--- src/logic/sct_pkg.sv ---
package sct_pkg;
    // Bus geometry: the register index is the byte address divided by four.
    localparam int ADDR_W = 12;
    localparam int IDX_W = 10;
    localparam int IDX_LSB = 2;
    localparam int BYTE_W = 8;

    // Register indices.
    localparam logic [IDX_W-1:0] IDX_RADIO_CTL7 = 10'h207;
    localparam logic [IDX_W-1:0] IDX_CAL_LOW = 10'h209;
    localparam logic [IDX_W-1:0] IDX_CAL_MID = 10'h20a;
    localparam logic [IDX_W-1:0] IDX_CAL_HIGH = 10'h20b;
    localparam logic [IDX_W-1:0] IDX_RADIO_STATE = 10'h20f;
    localparam logic [IDX_W-1:0] IDX_SIG_STRENGTH = 10'h210;
    localparam logic [IDX_W-1:0] IDX_SLEEP_CTL_A = 10'h211;
    localparam logic [IDX_W-1:0] IDX_SLEEP_CTL_B = 10'h220;
    localparam logic [IDX_W-1:0] IDX_WAKE_LOW = 10'h222;
    localparam logic [IDX_W-1:0] IDX_WAKE_HIGH = 10'h223;
    localparam logic [IDX_W-1:0] IDX_REMAIN_LOW = 10'h224;
    localparam logic [IDX_W-1:0] IDX_REMAIN_HIGH = 10'h225;
    localparam logic [IDX_W-1:0] IDX_MAIN_0 = 10'h226;
    localparam logic [IDX_W-1:0] IDX_MAIN_1 = 10'h227;
    localparam logic [IDX_W-1:0] IDX_MAIN_2 = 10'h228;
    localparam logic [IDX_W-1:0] IDX_MAIN_3 = 10'h229;
    localparam logic [IDX_W-1:0] IDX_IRQ_STATUS = 10'h240;
    localparam logic [IDX_W-1:0] IDX_IRQ_MASK = 10'h241;

    // Field positions.
    localparam int CAL_RDY_BIT = 7;
    localparam int CAL_START_BIT = 4;
    localparam int IRQ_EDGE_BIT = 1;
    localparam int CLK_GATE_BIT = 0;
    localparam int CLKPIN_DIS_BIT = 5;
    localparam int START_CNT_BIT = 7;
    localparam int SRC_LSB = 6;
    localparam int STATE_LSB = 5;

    // Widths and reset values.
    localparam int CAL_W = 20;
    localparam int MAIN_W = 26;
    localparam int WAKE_W = 11;
    localparam int REM_W = 16;
    localparam int DIV_W = 5;
    localparam logic [WAKE_W-1:0] WAKE_RST = 11'h00a;

    // Sleep clock source codes.
    localparam logic [1:0] SRC_INT = 2'h2;
    localparam logic [1:0] SRC_EXT = 2'h1;

    // Interrupt status bits.
    localparam int IRQ_W = 3;
    localparam int IRQ_CAL = 0;
    localparam int IRQ_WAKE = 1;
    localparam int IRQ_DONE = 2;

    // Timing: counters advance in 50 ns ticks on a 100 ns clock.
    localparam int CLK_PERIOD_NS = 100;
    localparam int TICK_NS = 50;
    localparam logic [CAL_W-1:0] TICKS_PER_CLK =
        CAL_W'(CLK_PERIOD_NS / TICK_NS);
    localparam logic [4:0] CAL_PERIODS = 5'h10;

    localparam logic [1:0] RESP_OKAY = 2'h0;
    localparam logic [1:0] RESP_SLVERR = 2'h2;

    typedef enum logic [1:0] {CAL_IDLE, CAL_ARM, CAL_RUN} sct_cal_e;
    typedef enum logic [1:0] {SL_IDLE, SL_MAIN, SL_REM} sct_sleep_e;

    typedef struct packed {
        logic main_osc_enable;
        logic sleeping;
        logic clock_pin_enable;
        logic low_power_clock_tick;
    } sct_sleep_out_s;
endpackage

--- src/logic/sct_clk_div.sv ---
`timescale 1ns/1ns
module sct_clk_div #(
    parameter int DIV_W = 5
) (
    // Clock and reset
    input wire logic aclk,
    input wire logic aresetn,
    // Source edges and control
    input wire logic src_edge,
    input wire logic gate_off,
    input wire logic [DIV_W-1:0] divisor,
    // Divided clock, one pulse per period
    output logic tick
);
    localparam int CNT_W = 2 ** DIV_W - 1;

    typedef struct packed {
        logic [CNT_W-1:0] cnt;
        logic tick;
    } sct_div_s;

    sct_div_s st;
    sct_div_s next_st;
    logic [CNT_W-1:0] limit;

    // Shifting past the top wraps to zero, so the largest divisor still
    // yields 2**n edges per period.
    assign limit = (CNT_W'(1) << divisor) - CNT_W'(1);
    assign tick = st.tick;

    always_comb
    begin
        next_st = st;
        next_st.tick = 1'b0;
        if (gate_off)
        begin
            next_st.cnt = '0;
        end
        else if (src_edge)
        begin
            if (st.cnt >= limit)
            begin
                next_st.cnt = '0;
                next_st.tick = 1'b1;
            end
            else
            begin
                next_st.cnt = st.cnt + CNT_W'(1);
            end
        end
    end

    always_ff @(posedge aclk)
    begin
        if (!aresetn)
            st <= '0;
        else
            st <= next_st;
    end
endmodule

--- src/logic/sct_sleep_timer.sv ---
`timescale 1ns/1ns
module sct_sleep_timer (
    // Clock and reset
    input wire logic aclk,
    input wire logic aresetn,
    // AXI4-Lite write channels
    input wire logic [sct_pkg::ADDR_W-1:0] awaddr,
    input wire logic awvalid,
    output logic awready,
    input wire logic [31:0] wdata,
    input wire logic [3:0] wstrb,
    input wire logic wvalid,
    output logic wready,
    output logic [1:0] bresp,
    output logic bvalid,
    input wire logic bready,
    // AXI4-Lite read channels
    input wire logic [sct_pkg::ADDR_W-1:0] araddr,
    input wire logic arvalid,
    output logic arready,
    output logic [31:0] rdata,
    output logic [1:0] rresp,
    output logic rvalid,
    input wire logic rready,
    // Sleep clock sources and radio status
    input wire logic sleep_osc_int,
    input wire logic sleep_osc_ext,
    input wire logic [2:0] radio_state_field,
    input wire logic [7:0] averaged_signal_strength_avg,
    // Sleep status and interrupt
    output sct_pkg::sct_sleep_out_s sleep_out,
    output logic irq_pin
);
    import sct_pkg::*;

    typedef struct packed {
        logic aw_full;
        logic [ADDR_W-1:0] aw_addr;
        logic w_full;
        logic [BYTE_W-1:0] w_byte;
        logic w_lane;
        logic bvalid;
        logic [1:0] bresp;
        logic rvalid;
        logic [31:0] rdata;
        logic [1:0] rresp;
        logic irq_edge;
        logic clk_gate;
        logic clkpin_dis;
        logic [DIV_W-1:0] divisor;
        logic [1:0] src;
        logic [WAKE_W-1:0] wake;
        logic [REM_W-1:0] remain;
        logic [MAIN_W-1:0] main_set;
        logic [IRQ_W-1:0] irq_mask;
        logic [IRQ_W-1:0] irq_stat;
        sct_cal_e cal_st;
        logic [CAL_W-1:0] cal_cnt;
        logic cal_rdy;
        logic [4:0] cal_periods;
        sct_sleep_e sl_st;
        logic [MAIN_W-1:0] main_left;
        logic [REM_W-1:0] rem_left;
        logic osc_en;
        logic src_int_d;
        logic src_ext_d;
    } sct_state_s;

    sct_state_s st;
    sct_state_s next_st;
    logic div_tick;
    logic src_edge;
    logic wr_fire;
    logic [IDX_W-1:0] wr_idx;
    logic [IDX_W-1:0] rd_idx;
    logic [BYTE_W-1:0] rd_byte;
    logic rd_hit;
    logic wr_hit;
    logic irq_level;
    logic [IRQ_W-1:0] irq_set;

    // A source edge is a rising level, the inputs being synchronous.
    always_comb
    begin
        unique case (st.src)
            SRC_INT: src_edge = sleep_osc_int && !st.src_int_d;
            SRC_EXT: src_edge = sleep_osc_ext && !st.src_ext_d;
            default: src_edge = 1'b0;
        endcase
    end

    sct_clk_div #(.DIV_W(DIV_W)) u_div (
        .aclk(aclk),
        .aresetn(aresetn),
        .src_edge(src_edge),
        .gate_off(st.clk_gate),
        .divisor(st.divisor),
        .tick(div_tick)
    );

    assign wr_fire = st.aw_full && st.w_full && !st.bvalid;
    assign wr_idx = st.aw_addr[ADDR_W-1:IDX_LSB];
    assign rd_idx = araddr[ADDR_W-1:IDX_LSB];

    assign awready = !st.aw_full && !st.bvalid;
    assign wready = !st.w_full && !st.bvalid;
    assign bvalid = st.bvalid;
    assign bresp = st.bresp;
    assign arready = !st.rvalid;
    assign rvalid = st.rvalid;
    assign rdata = st.rdata;
    assign rresp = st.rresp;

    // Read decode, least significant byte at the lowest index.
    always_comb
    begin
        rd_hit = 1'b1;
        rd_byte = '0;
        unique case (rd_idx)
            IDX_RADIO_CTL7: rd_byte = {st.src, 6'h00};
            IDX_CAL_LOW: rd_byte = st.cal_cnt[7:0];
            IDX_CAL_MID: rd_byte = st.cal_cnt[15:8];
            IDX_CAL_HIGH: rd_byte = {st.cal_rdy, 3'h0, st.cal_cnt[19:16]};
            IDX_RADIO_STATE: rd_byte = {radio_state_field, 5'h00};
            IDX_SIG_STRENGTH: rd_byte = averaged_signal_strength_avg;
            IDX_SLEEP_CTL_A: rd_byte = {6'h00, st.irq_edge, st.clk_gate};
            IDX_SLEEP_CTL_B: rd_byte = {2'h0, st.clkpin_dis, st.divisor};
            IDX_WAKE_LOW: rd_byte = st.wake[7:0];
            IDX_WAKE_HIGH: rd_byte = {5'h00, st.wake[10:8]};
            IDX_REMAIN_LOW: rd_byte = st.remain[7:0];
            IDX_REMAIN_HIGH: rd_byte = st.remain[15:8];
            IDX_MAIN_0: rd_byte = st.main_set[7:0];
            IDX_MAIN_1: rd_byte = st.main_set[15:8];
            IDX_MAIN_2: rd_byte = st.main_set[23:16];
            IDX_MAIN_3: rd_byte = {6'h00, st.main_set[25:24]};
            IDX_IRQ_STATUS: rd_byte = {5'h00, st.irq_stat};
            IDX_IRQ_MASK: rd_byte = {5'h00, st.irq_mask};
            default: rd_hit = 1'b0;
        endcase
    end

    always_comb
    begin
        unique case (wr_idx)
            IDX_RADIO_CTL7, IDX_CAL_LOW, IDX_CAL_MID, IDX_CAL_HIGH,
            IDX_RADIO_STATE, IDX_SIG_STRENGTH, IDX_SLEEP_CTL_A,
            IDX_SLEEP_CTL_B, IDX_WAKE_LOW, IDX_WAKE_HIGH, IDX_REMAIN_LOW,
            IDX_REMAIN_HIGH, IDX_MAIN_0, IDX_MAIN_1, IDX_MAIN_2,
            IDX_MAIN_3, IDX_IRQ_STATUS, IDX_IRQ_MASK: wr_hit = 1'b1;
            default: wr_hit = 1'b0;
        endcase
    end

    always_comb
    begin
        next_st = st;
        irq_set = '0;
        next_st.src_int_d = sleep_osc_int;
        next_st.src_ext_d = sleep_osc_ext;

        // Write address and data are held until both halves arrive.
        if (awvalid && awready)
        begin
            next_st.aw_full = 1'b1;
            next_st.aw_addr = awaddr;
        end
        if (wvalid && wready)
        begin
            next_st.w_full = 1'b1;
            next_st.w_byte = wdata[7:0];
            next_st.w_lane = wstrb[0];
        end
        if (st.bvalid && bready)
            next_st.bvalid = 1'b0;
        if (st.rvalid && rready)
            next_st.rvalid = 1'b0;
        if (arvalid && !st.rvalid)
        begin
            next_st.rvalid = 1'b1;
            next_st.rdata = {24'h000000, rd_byte};
            next_st.rresp = rd_hit ? RESP_OKAY : RESP_SLVERR;
        end

        // Calibration: wait for a period boundary, then time sixteen.
        unique case (st.cal_st)
            CAL_IDLE: ;
            CAL_ARM:
            begin
                if (div_tick)
                begin
                    next_st.cal_st = CAL_RUN;
                    next_st.cal_cnt = '0;
                    next_st.cal_periods = '0;
                end
            end
            CAL_RUN:
            begin
                // Saturate rather than wrap on a stopped sleep clock.
                if (st.cal_cnt <= ~TICKS_PER_CLK)
                    next_st.cal_cnt = st.cal_cnt + TICKS_PER_CLK;
                else
                    next_st.cal_cnt = '1;
                if (div_tick)
                begin
                    next_st.cal_periods = st.cal_periods + 5'h01;
                    if (st.cal_periods == CAL_PERIODS - 5'h01)
                    begin
                        next_st.cal_st = CAL_IDLE;
                        next_st.cal_rdy = 1'b1;
                        irq_set[IRQ_CAL] = 1'b1;
                    end
                end
            end
        endcase

        // Sleep: main counter in sleep periods, then remain in ticks.
        unique case (st.sl_st)
            SL_IDLE: ;
            SL_MAIN:
            begin
                if (!st.osc_en && st.main_left <= MAIN_W'(st.wake))
                begin
                    next_st.osc_en = 1'b1;
                    irq_set[IRQ_WAKE] = 1'b1;
                end
                if (st.main_left == '0)
                begin
                    next_st.sl_st = SL_REM;
                    next_st.rem_left = st.remain;
                end
                else if (div_tick)
                begin
                    next_st.main_left = st.main_left - MAIN_W'(1);
                end
            end
            SL_REM:
            begin
                if (st.rem_left <= REM_W'(TICKS_PER_CLK))
                begin
                    next_st.sl_st = SL_IDLE;
                    next_st.osc_en = 1'b1;
                    irq_set[IRQ_DONE] = 1'b1;
                end
                else
                begin
                    next_st.rem_left = st.rem_left - REM_W'(TICKS_PER_CLK);
                end
            end
            default: next_st.sl_st = SL_IDLE;
        endcase

        if (wr_fire)
        begin
            next_st.aw_full = 1'b0;
            next_st.w_full = 1'b0;
            next_st.bvalid = 1'b1;
            next_st.bresp = wr_hit ? RESP_OKAY : RESP_SLVERR;
        end
        if (wr_fire && st.w_lane)
        begin
            unique case (wr_idx)
                IDX_RADIO_CTL7: next_st.src = st.w_byte[7:6];
                IDX_CAL_HIGH:
                begin
                    if (st.w_byte[CAL_START_BIT])
                    begin
                        next_st.cal_st = CAL_ARM;
                        next_st.cal_rdy = 1'b0;
                        next_st.cal_cnt = '0;
                    end
                end
                IDX_SLEEP_CTL_A:
                begin
                    next_st.irq_edge = st.w_byte[IRQ_EDGE_BIT];
                    next_st.clk_gate = st.w_byte[CLK_GATE_BIT];
                end
                IDX_SLEEP_CTL_B:
                begin
                    next_st.clkpin_dis = st.w_byte[CLKPIN_DIS_BIT];
                    next_st.divisor = st.w_byte[DIV_W-1:0];
                end
                IDX_WAKE_LOW: next_st.wake[7:0] = st.w_byte;
                IDX_WAKE_HIGH: next_st.wake[10:8] = st.w_byte[2:0];
                IDX_REMAIN_LOW: next_st.remain[7:0] = st.w_byte;
                IDX_REMAIN_HIGH: next_st.remain[15:8] = st.w_byte;
                IDX_MAIN_0: next_st.main_set[7:0] = st.w_byte;
                IDX_MAIN_1: next_st.main_set[15:8] = st.w_byte;
                IDX_MAIN_2: next_st.main_set[23:16] = st.w_byte;
                IDX_MAIN_3:
                begin
                    next_st.main_set[25:24] = st.w_byte[1:0];
                    if (st.w_byte[START_CNT_BIT])
                    begin
                        next_st.sl_st = SL_MAIN;
                        next_st.main_left = {st.w_byte[1:0],
                                             st.main_set[23:0]};
                        next_st.osc_en = 1'b0;
                    end
                end
                IDX_IRQ_MASK: next_st.irq_mask = st.w_byte[IRQ_W-1:0];
                IDX_IRQ_STATUS:
                    next_st.irq_stat = st.irq_stat & ~st.w_byte[IRQ_W-1:0];
                default: ;
            endcase
        end
        // A new event outweighs a clear written in the same cycle.
        next_st.irq_stat = next_st.irq_stat | irq_set;
    end

    always_ff @(posedge aclk)
    begin
        if (!aresetn)
        begin
            st <= '0;
            st.wake <= WAKE_RST;
            st.osc_en <= 1'b1;
            st.cal_st <= CAL_IDLE;
            st.sl_st <= SL_IDLE;
        end
        else
        begin
            st <= next_st;
        end
    end

    assign irq_level = |(st.irq_stat & st.irq_mask);
    // The pin idles at the opposite level so the first pending unmasked event makes one edge.
    assign irq_pin = st.irq_edge ? irq_level : !irq_level;
    assign sleep_out.main_osc_enable = st.osc_en;
    assign sleep_out.sleeping = st.sl_st != SL_IDLE;
    assign sleep_out.clock_pin_enable = !st.clkpin_dis;
    assign sleep_out.low_power_clock_tick = div_tick;

    property p_cal_start;
        @(posedge aclk) disable iff (!aresetn)
        wr_fire && st.w_lane && wr_idx == IDX_CAL_HIGH
            && st.w_byte[CAL_START_BIT]
        |=> st.cal_st == CAL_ARM && !st.cal_rdy && st.cal_cnt == '0;
    endproperty
    a_cal_start: assert property (p_cal_start)
        else $error("calibration start not taken");

    property p_cal_ready;
        @(posedge aclk) disable iff (!aresetn)
        $rose(st.cal_rdy) |-> $past(st.cal_st) == CAL_RUN
            && $past(st.cal_periods) == 5'h0f && st.irq_stat[IRQ_CAL];
    endproperty
    a_cal_ready: assert property (p_cal_ready)
        else $error("ready flag set without sixteen periods");

    // A restart written during a run clears the count, so it is excluded.
    property p_cal_step;
        @(posedge aclk) disable iff (!aresetn)
        st.cal_st == CAL_RUN && st.cal_cnt <= 20'hffffd
            && !(wr_fire && st.w_lane && wr_idx == IDX_CAL_HIGH
            && st.w_byte[CAL_START_BIT])
        |=> st.cal_cnt == $past(st.cal_cnt) + 20'h00002;
    endproperty
    a_cal_step: assert property (p_cal_step)
        else $error("calibration count did not advance by two ticks");

    property p_irq_rise;
        @(posedge aclk) disable iff (!aresetn)
        st.irq_edge && $stable(st.irq_edge) && $rose(irq_level)
        |-> $rose(irq_pin);
    endproperty
    a_irq_rise: assert property (p_irq_rise)
        else $error("interrupt pin edge has wrong polarity");

    property p_gate_stop;
        @(posedge aclk) disable iff (!aresetn)
        st.clk_gate ##1 st.clk_gate |-> !div_tick;
    endproperty
    a_gate_stop: assert property (p_gate_stop)
        else $error("sleep clock ran while gated");

    property p_pin_off;
        @(posedge aclk) disable iff (!aresetn)
        wr_fire && st.w_lane && wr_idx == IDX_SLEEP_CTL_B
        |=> sleep_out.clock_pin_enable == !$past(st.w_byte[CLKPIN_DIS_BIT]);
    endproperty
    a_pin_off: assert property (p_pin_off)
        else $error("clock pin enable does not follow its bit");

    property p_wake;
        @(posedge aclk) disable iff (!aresetn)
        $rose(st.osc_en) |-> $past(st.sl_st) != SL_IDLE;
    endproperty
    a_wake: assert property (p_wake)
        else $error("oscillator woke outside a sleep");

    property p_wake_reset;
        @(posedge aclk) disable iff (1'b0)
        !aresetn |=> st.wake == 11'h00a && st.osc_en;
    endproperty
    a_wake_reset: assert property (p_wake_reset)
        else $error("wake value not ten after reset");

    property p_sleep_start;
        @(posedge aclk) disable iff (!aresetn)
        wr_fire && st.w_lane && wr_idx == IDX_MAIN_3
            && st.w_byte[START_CNT_BIT]
        |=> st.sl_st == SL_MAIN && !st.osc_en ##1 sleep_out.sleeping;
    endproperty
    a_sleep_start: assert property (p_sleep_start)
        else $error("sleep counters did not start");

    property p_state_read;
        @(posedge aclk) disable iff (!aresetn)
        arvalid && arready && rd_idx == IDX_RADIO_STATE
        |=> rvalid && rdata[7:5] == $past(radio_state_field)
            && rdata[4:0] == 5'h00;
    endproperty
    a_state_read: assert property (p_state_read)
        else $error("radio state readback wrong");

    c_cal_done: cover property (@(posedge aclk) $rose(st.cal_rdy));
    c_wake: cover property (@(posedge aclk) irq_set[IRQ_WAKE]);
    c_sleep_done: cover property (@(posedge aclk) irq_set[IRQ_DONE]);
    c_irq: cover property (@(posedge aclk) irq_level && st.irq_edge);
endmodule
--- config.mk ---
export PLATFORM = sky130hd
export DESIGN_NAME = sct_sleep_timer
export DESIGN_NICKNAME = d
export VERILOG_FILES = /design/src/logic/sct_pkg.sv /design/src/logic/sct_clk_div.sv /design/src/logic/sct_sleep_timer.sv
export SDC_FILE = /design/constraint.sdc
export NUM_CORES = 1
export LEC_CHECK = 0
export ABC_AREA = 1
export ABC_CLOCK_PERIOD_IN_PS = 4400
export BUFFER_PORTS_ARGS = -buffer_cell sky130_fd_sc_hd__buf_2
export CAP_MARGIN = 20
export CORE_MARGIN = 2
export CORE_UTILIZATION = 25
export DETAILED_ROUTE_END_ITERATION = 8
export GPL_TIMING_DRIVEN = 0
export SYNTH_ARGS = -nofsm -noshare
export SYNTH_HDL_FRONTEND = slang
export SYNTH_SLANG_ARGS = --single-unit
--- constraint.sdc ---
create_clock -name aclk -period 4.4 [get_ports aclk]
set_input_delay 0.66 -clock aclk [delete_from_list [all_inputs] [get_ports aclk]]
set_output_delay 0.66 -clock aclk [all_outputs]
set_load 0.03 [all_outputs]
==> impl_metrics.json <==
{
  "status": "finished clean",
  "grt_pass1_vias": 13000,
  "setup_tns_ps": 0,
  "ys.flop_type": "dfxtp_1",
  "netlist_top_cells_count": "488 x nand2_1, 278 x inv_1, 261 x nor2_1",
  "critPathKind": "reg -> reg",
  "cp_data_required_time_ps": 4850,
  "period_needed_ps": 3940,
  "yosysMostFrequentCell": "nand2_1",
  "yosysSeqAreaShare": 0.304,
  "synth_top_area_frac": 0.304,
  "path_max_fanout": 10,
  "drive_above_1_share": 0.111,
  "hpwl_mm": 37.4,
  "ys_types": 54,
  "synth_cells": 2140,
  "holdWs_ps": 332,
  "grt.overflow.total": 0,
  "ys_ff_latch": 209,
  "die_w_um": 239,
  "dp_slack_ps": 137,
  "fmax_ghz": 0.254,
  "drc": 0,
  "antenna_found_initial": 5,
  "cts_tree": "built",
  "synth-edff-count": 0,
  "dr.first_iter.drc_count": 1065,
  "gp_congestion": 0.931,
  "syn_area_sq_mm": 0.0138,
  "wl_mm": 47.0,
  "fin_skew_ps": 15.4,
  "wl_per_cell_um": 15.8,
  "worst_slew_pin_slew_ps": 970,
  "avgSynthCellArea_sq_um": 6.44,
  "worst_slack_ps": 459,
  "clockRootBuffer": "clkbuf_16",
  "dp_cells": 2936,
  "async_flop_share": 0,
  "rows": 86,
  "grt_max_degree": 13,
  "track_usage": 0.164,
  "vias": 14100,
  "end_kind": "flop",
  "powerDensity_mw_per_mm2": 285,
  "clock_sinks": 209,
  "cts.reportedPaths.clkPinSlew_ps": 60,
  "core_sq_mm": 0.0548,
  "postCtsSetupBuffers": 0,
  "clock_path_buffers": 3,
  "finalMaxSlewViolations": 0,
  "ant_nets": 0,
  "synth_top_area_cell": "dfxtp_1",
  "first_pass_iters": 5,
  "hold_violations": 0,
  "initial_utilization": 0.251,
  "cts-htree-levels": 1,
  "slew_headroom": 0.354,
  "cts_buffers": 26,
  "fin_nets": 2398,
  "stdcell_count": 2983,
  "totalPowerFinal_mw": 4.56,
  "syn2layout_area_growth_pct": 16.3,
  "p_leak_nw": 7.04,
  "via_per_inst": 4.71,
  "port_buffers": 67,
  "yosys_warnings": 0,
  "hold_class": "in -> reg",
  "io_pins": 126,
  "postCtsHoldBufs": 0,
  "cap_viol_max_count": 0,
  "vdd_drop_max_mv": 0.325,
  "period_share": 0.896,
  "grt_pass1_wl_mm": 74.0,
  "clock_latency_ps": 560,
  "startpoint_type": "flop",
  "setup_viol_count_final": 0,
  "synthTopCellsByArea": "dfxtp_1 30%, nand2_1 13%, inv_1 7.6%, nor2_1 7.1%, o21ai_0 5.8%",
  "die_h_um": 239,
  "worstPathArrival_ps": 4390,
  "dieArea_sq_mm": 0.0570
}
-- stage by stage --
step                      utilization  cell area [sq um]
after global routing            0.293              16000
final                           0.293              16000
after CTS                       0.292              16000
after detailed placement        0.275              15100
after global placement          0.275              15100
after floorplan                     -              13900
-- area by class of cell --
type                            count  area (sq um)
Sequential cell                   209          4180
Antenna cell                        1          2.50
Clock inverter                     10           160
Tap cell                          704           881
Buffer                             95           559
Timing Repair Buffer               67           335
Fill cell                        6056         38700
Inverter                          288          1080
Clock buffer                       36           749
Multi-Input combinational cell   1573          8070
-- logic make-up after synthesis --
family / Yosys count / share of synthesized area
compound gates: 388 / 0.156
xor+xnor: 45 / 0.0286
fa+ha+maj: 58 / 0.0527
buf+inv: 383 / 0.119
flops: 209 / 0.304
other cells: 1 / 0.000272
simple gates: 1056 / 0.340
-- layout by cell type, fill, tap and decap left out, drive strengths merged, types with 2 or more instances in the layout --
cell / n
nor3: 34
o211ai: 12
and2: 2
o31ai: 6
nand3b: 3
clkinvlp: 4
xnor2: 12
o21a: 3
a21oi: 154
o21bai: 2
nand2: 507
xor2: 33
nand4: 52
dfxtp: 209
ha: 58
conb: 26
o21ai: 163
o22ai: 15
clkinv: 5
inv: 285
buf: 128
bufinv: 4
nor4: 12
or2: 3
nor2: 286
clkbuf: 70
nand3: 156
a31oi: 4
a21o: 2
a211oi: 21
-- power breakdown --
group          internal (mW)  leakage [nW]  switching (mW)
combinational         0.0769          4.91           0.225
sequential              1.92          1.69          0.0317
clock                   1.42         0.432           0.897
total                   3.41          7.04            1.15
-- registers in the layout (all words and copies together) (netlist names) --
signal,count
bresp,1
bvalid,1
rdata,8
rresp,1
rvalid,1
sleep_out,1
st,164
u_div.st,31
u_div.tick,1
-- critical path, stage by stage (launching register included) --
cell and delay (ps):
dfxtp_1 300, buf_2 230, nor2_1 110, nand2_1 170, inv_1 120, nand2_1 100
ha_1 180, nand2_1 100, nor2_2 130, nand3_2 140, nor2_4 170, nand2_2 80
nor2_2 110, nand3_1 100, xnor2_1 140, ha_1 320, nand2_1 70, nor2_1 160
nand4_1 130, nor2_1 210, a21oi_4 100, nand2_1 60, nand2_1 120, nand2_4 170
clkbuf_4 240, nor2_1 50
-- routing by layer --
layer / vias up / GRT usage / wire length, um
met5: - / 0 / 13
met4: 2 / 0.0583 / 1500
met3: 89 / 0.0239 / 3150
met2: 454 / 0.266 / 20900
met1: 6335 / 0.221 / 21400
li1: 7174 / - / -
-- path summary, 6_finish.rpt --
| path | from | endpoint | slack (ps) | cells after the start |
|---|---|---|---|---|
| worst max-delay path | st[137] | u_div.st[20] | 460 | 25 |
| worst min-delay path | sleep_osc_int | st[1] | 330 | 3 |
| worst max register to register | st[137] | u_div.st[20] | 460 | 25 |
| worst min register to register | st[202] | st[202] | 450 | 2 |
-- timing repair --
item | CTS | global route
endpoints found under the setup margin | 0 | 27
gates resized for setup | 0 | 8
hold endpoints to repair | 0 | 0
No activity file was read; power rests on OpenSTA's default activity.
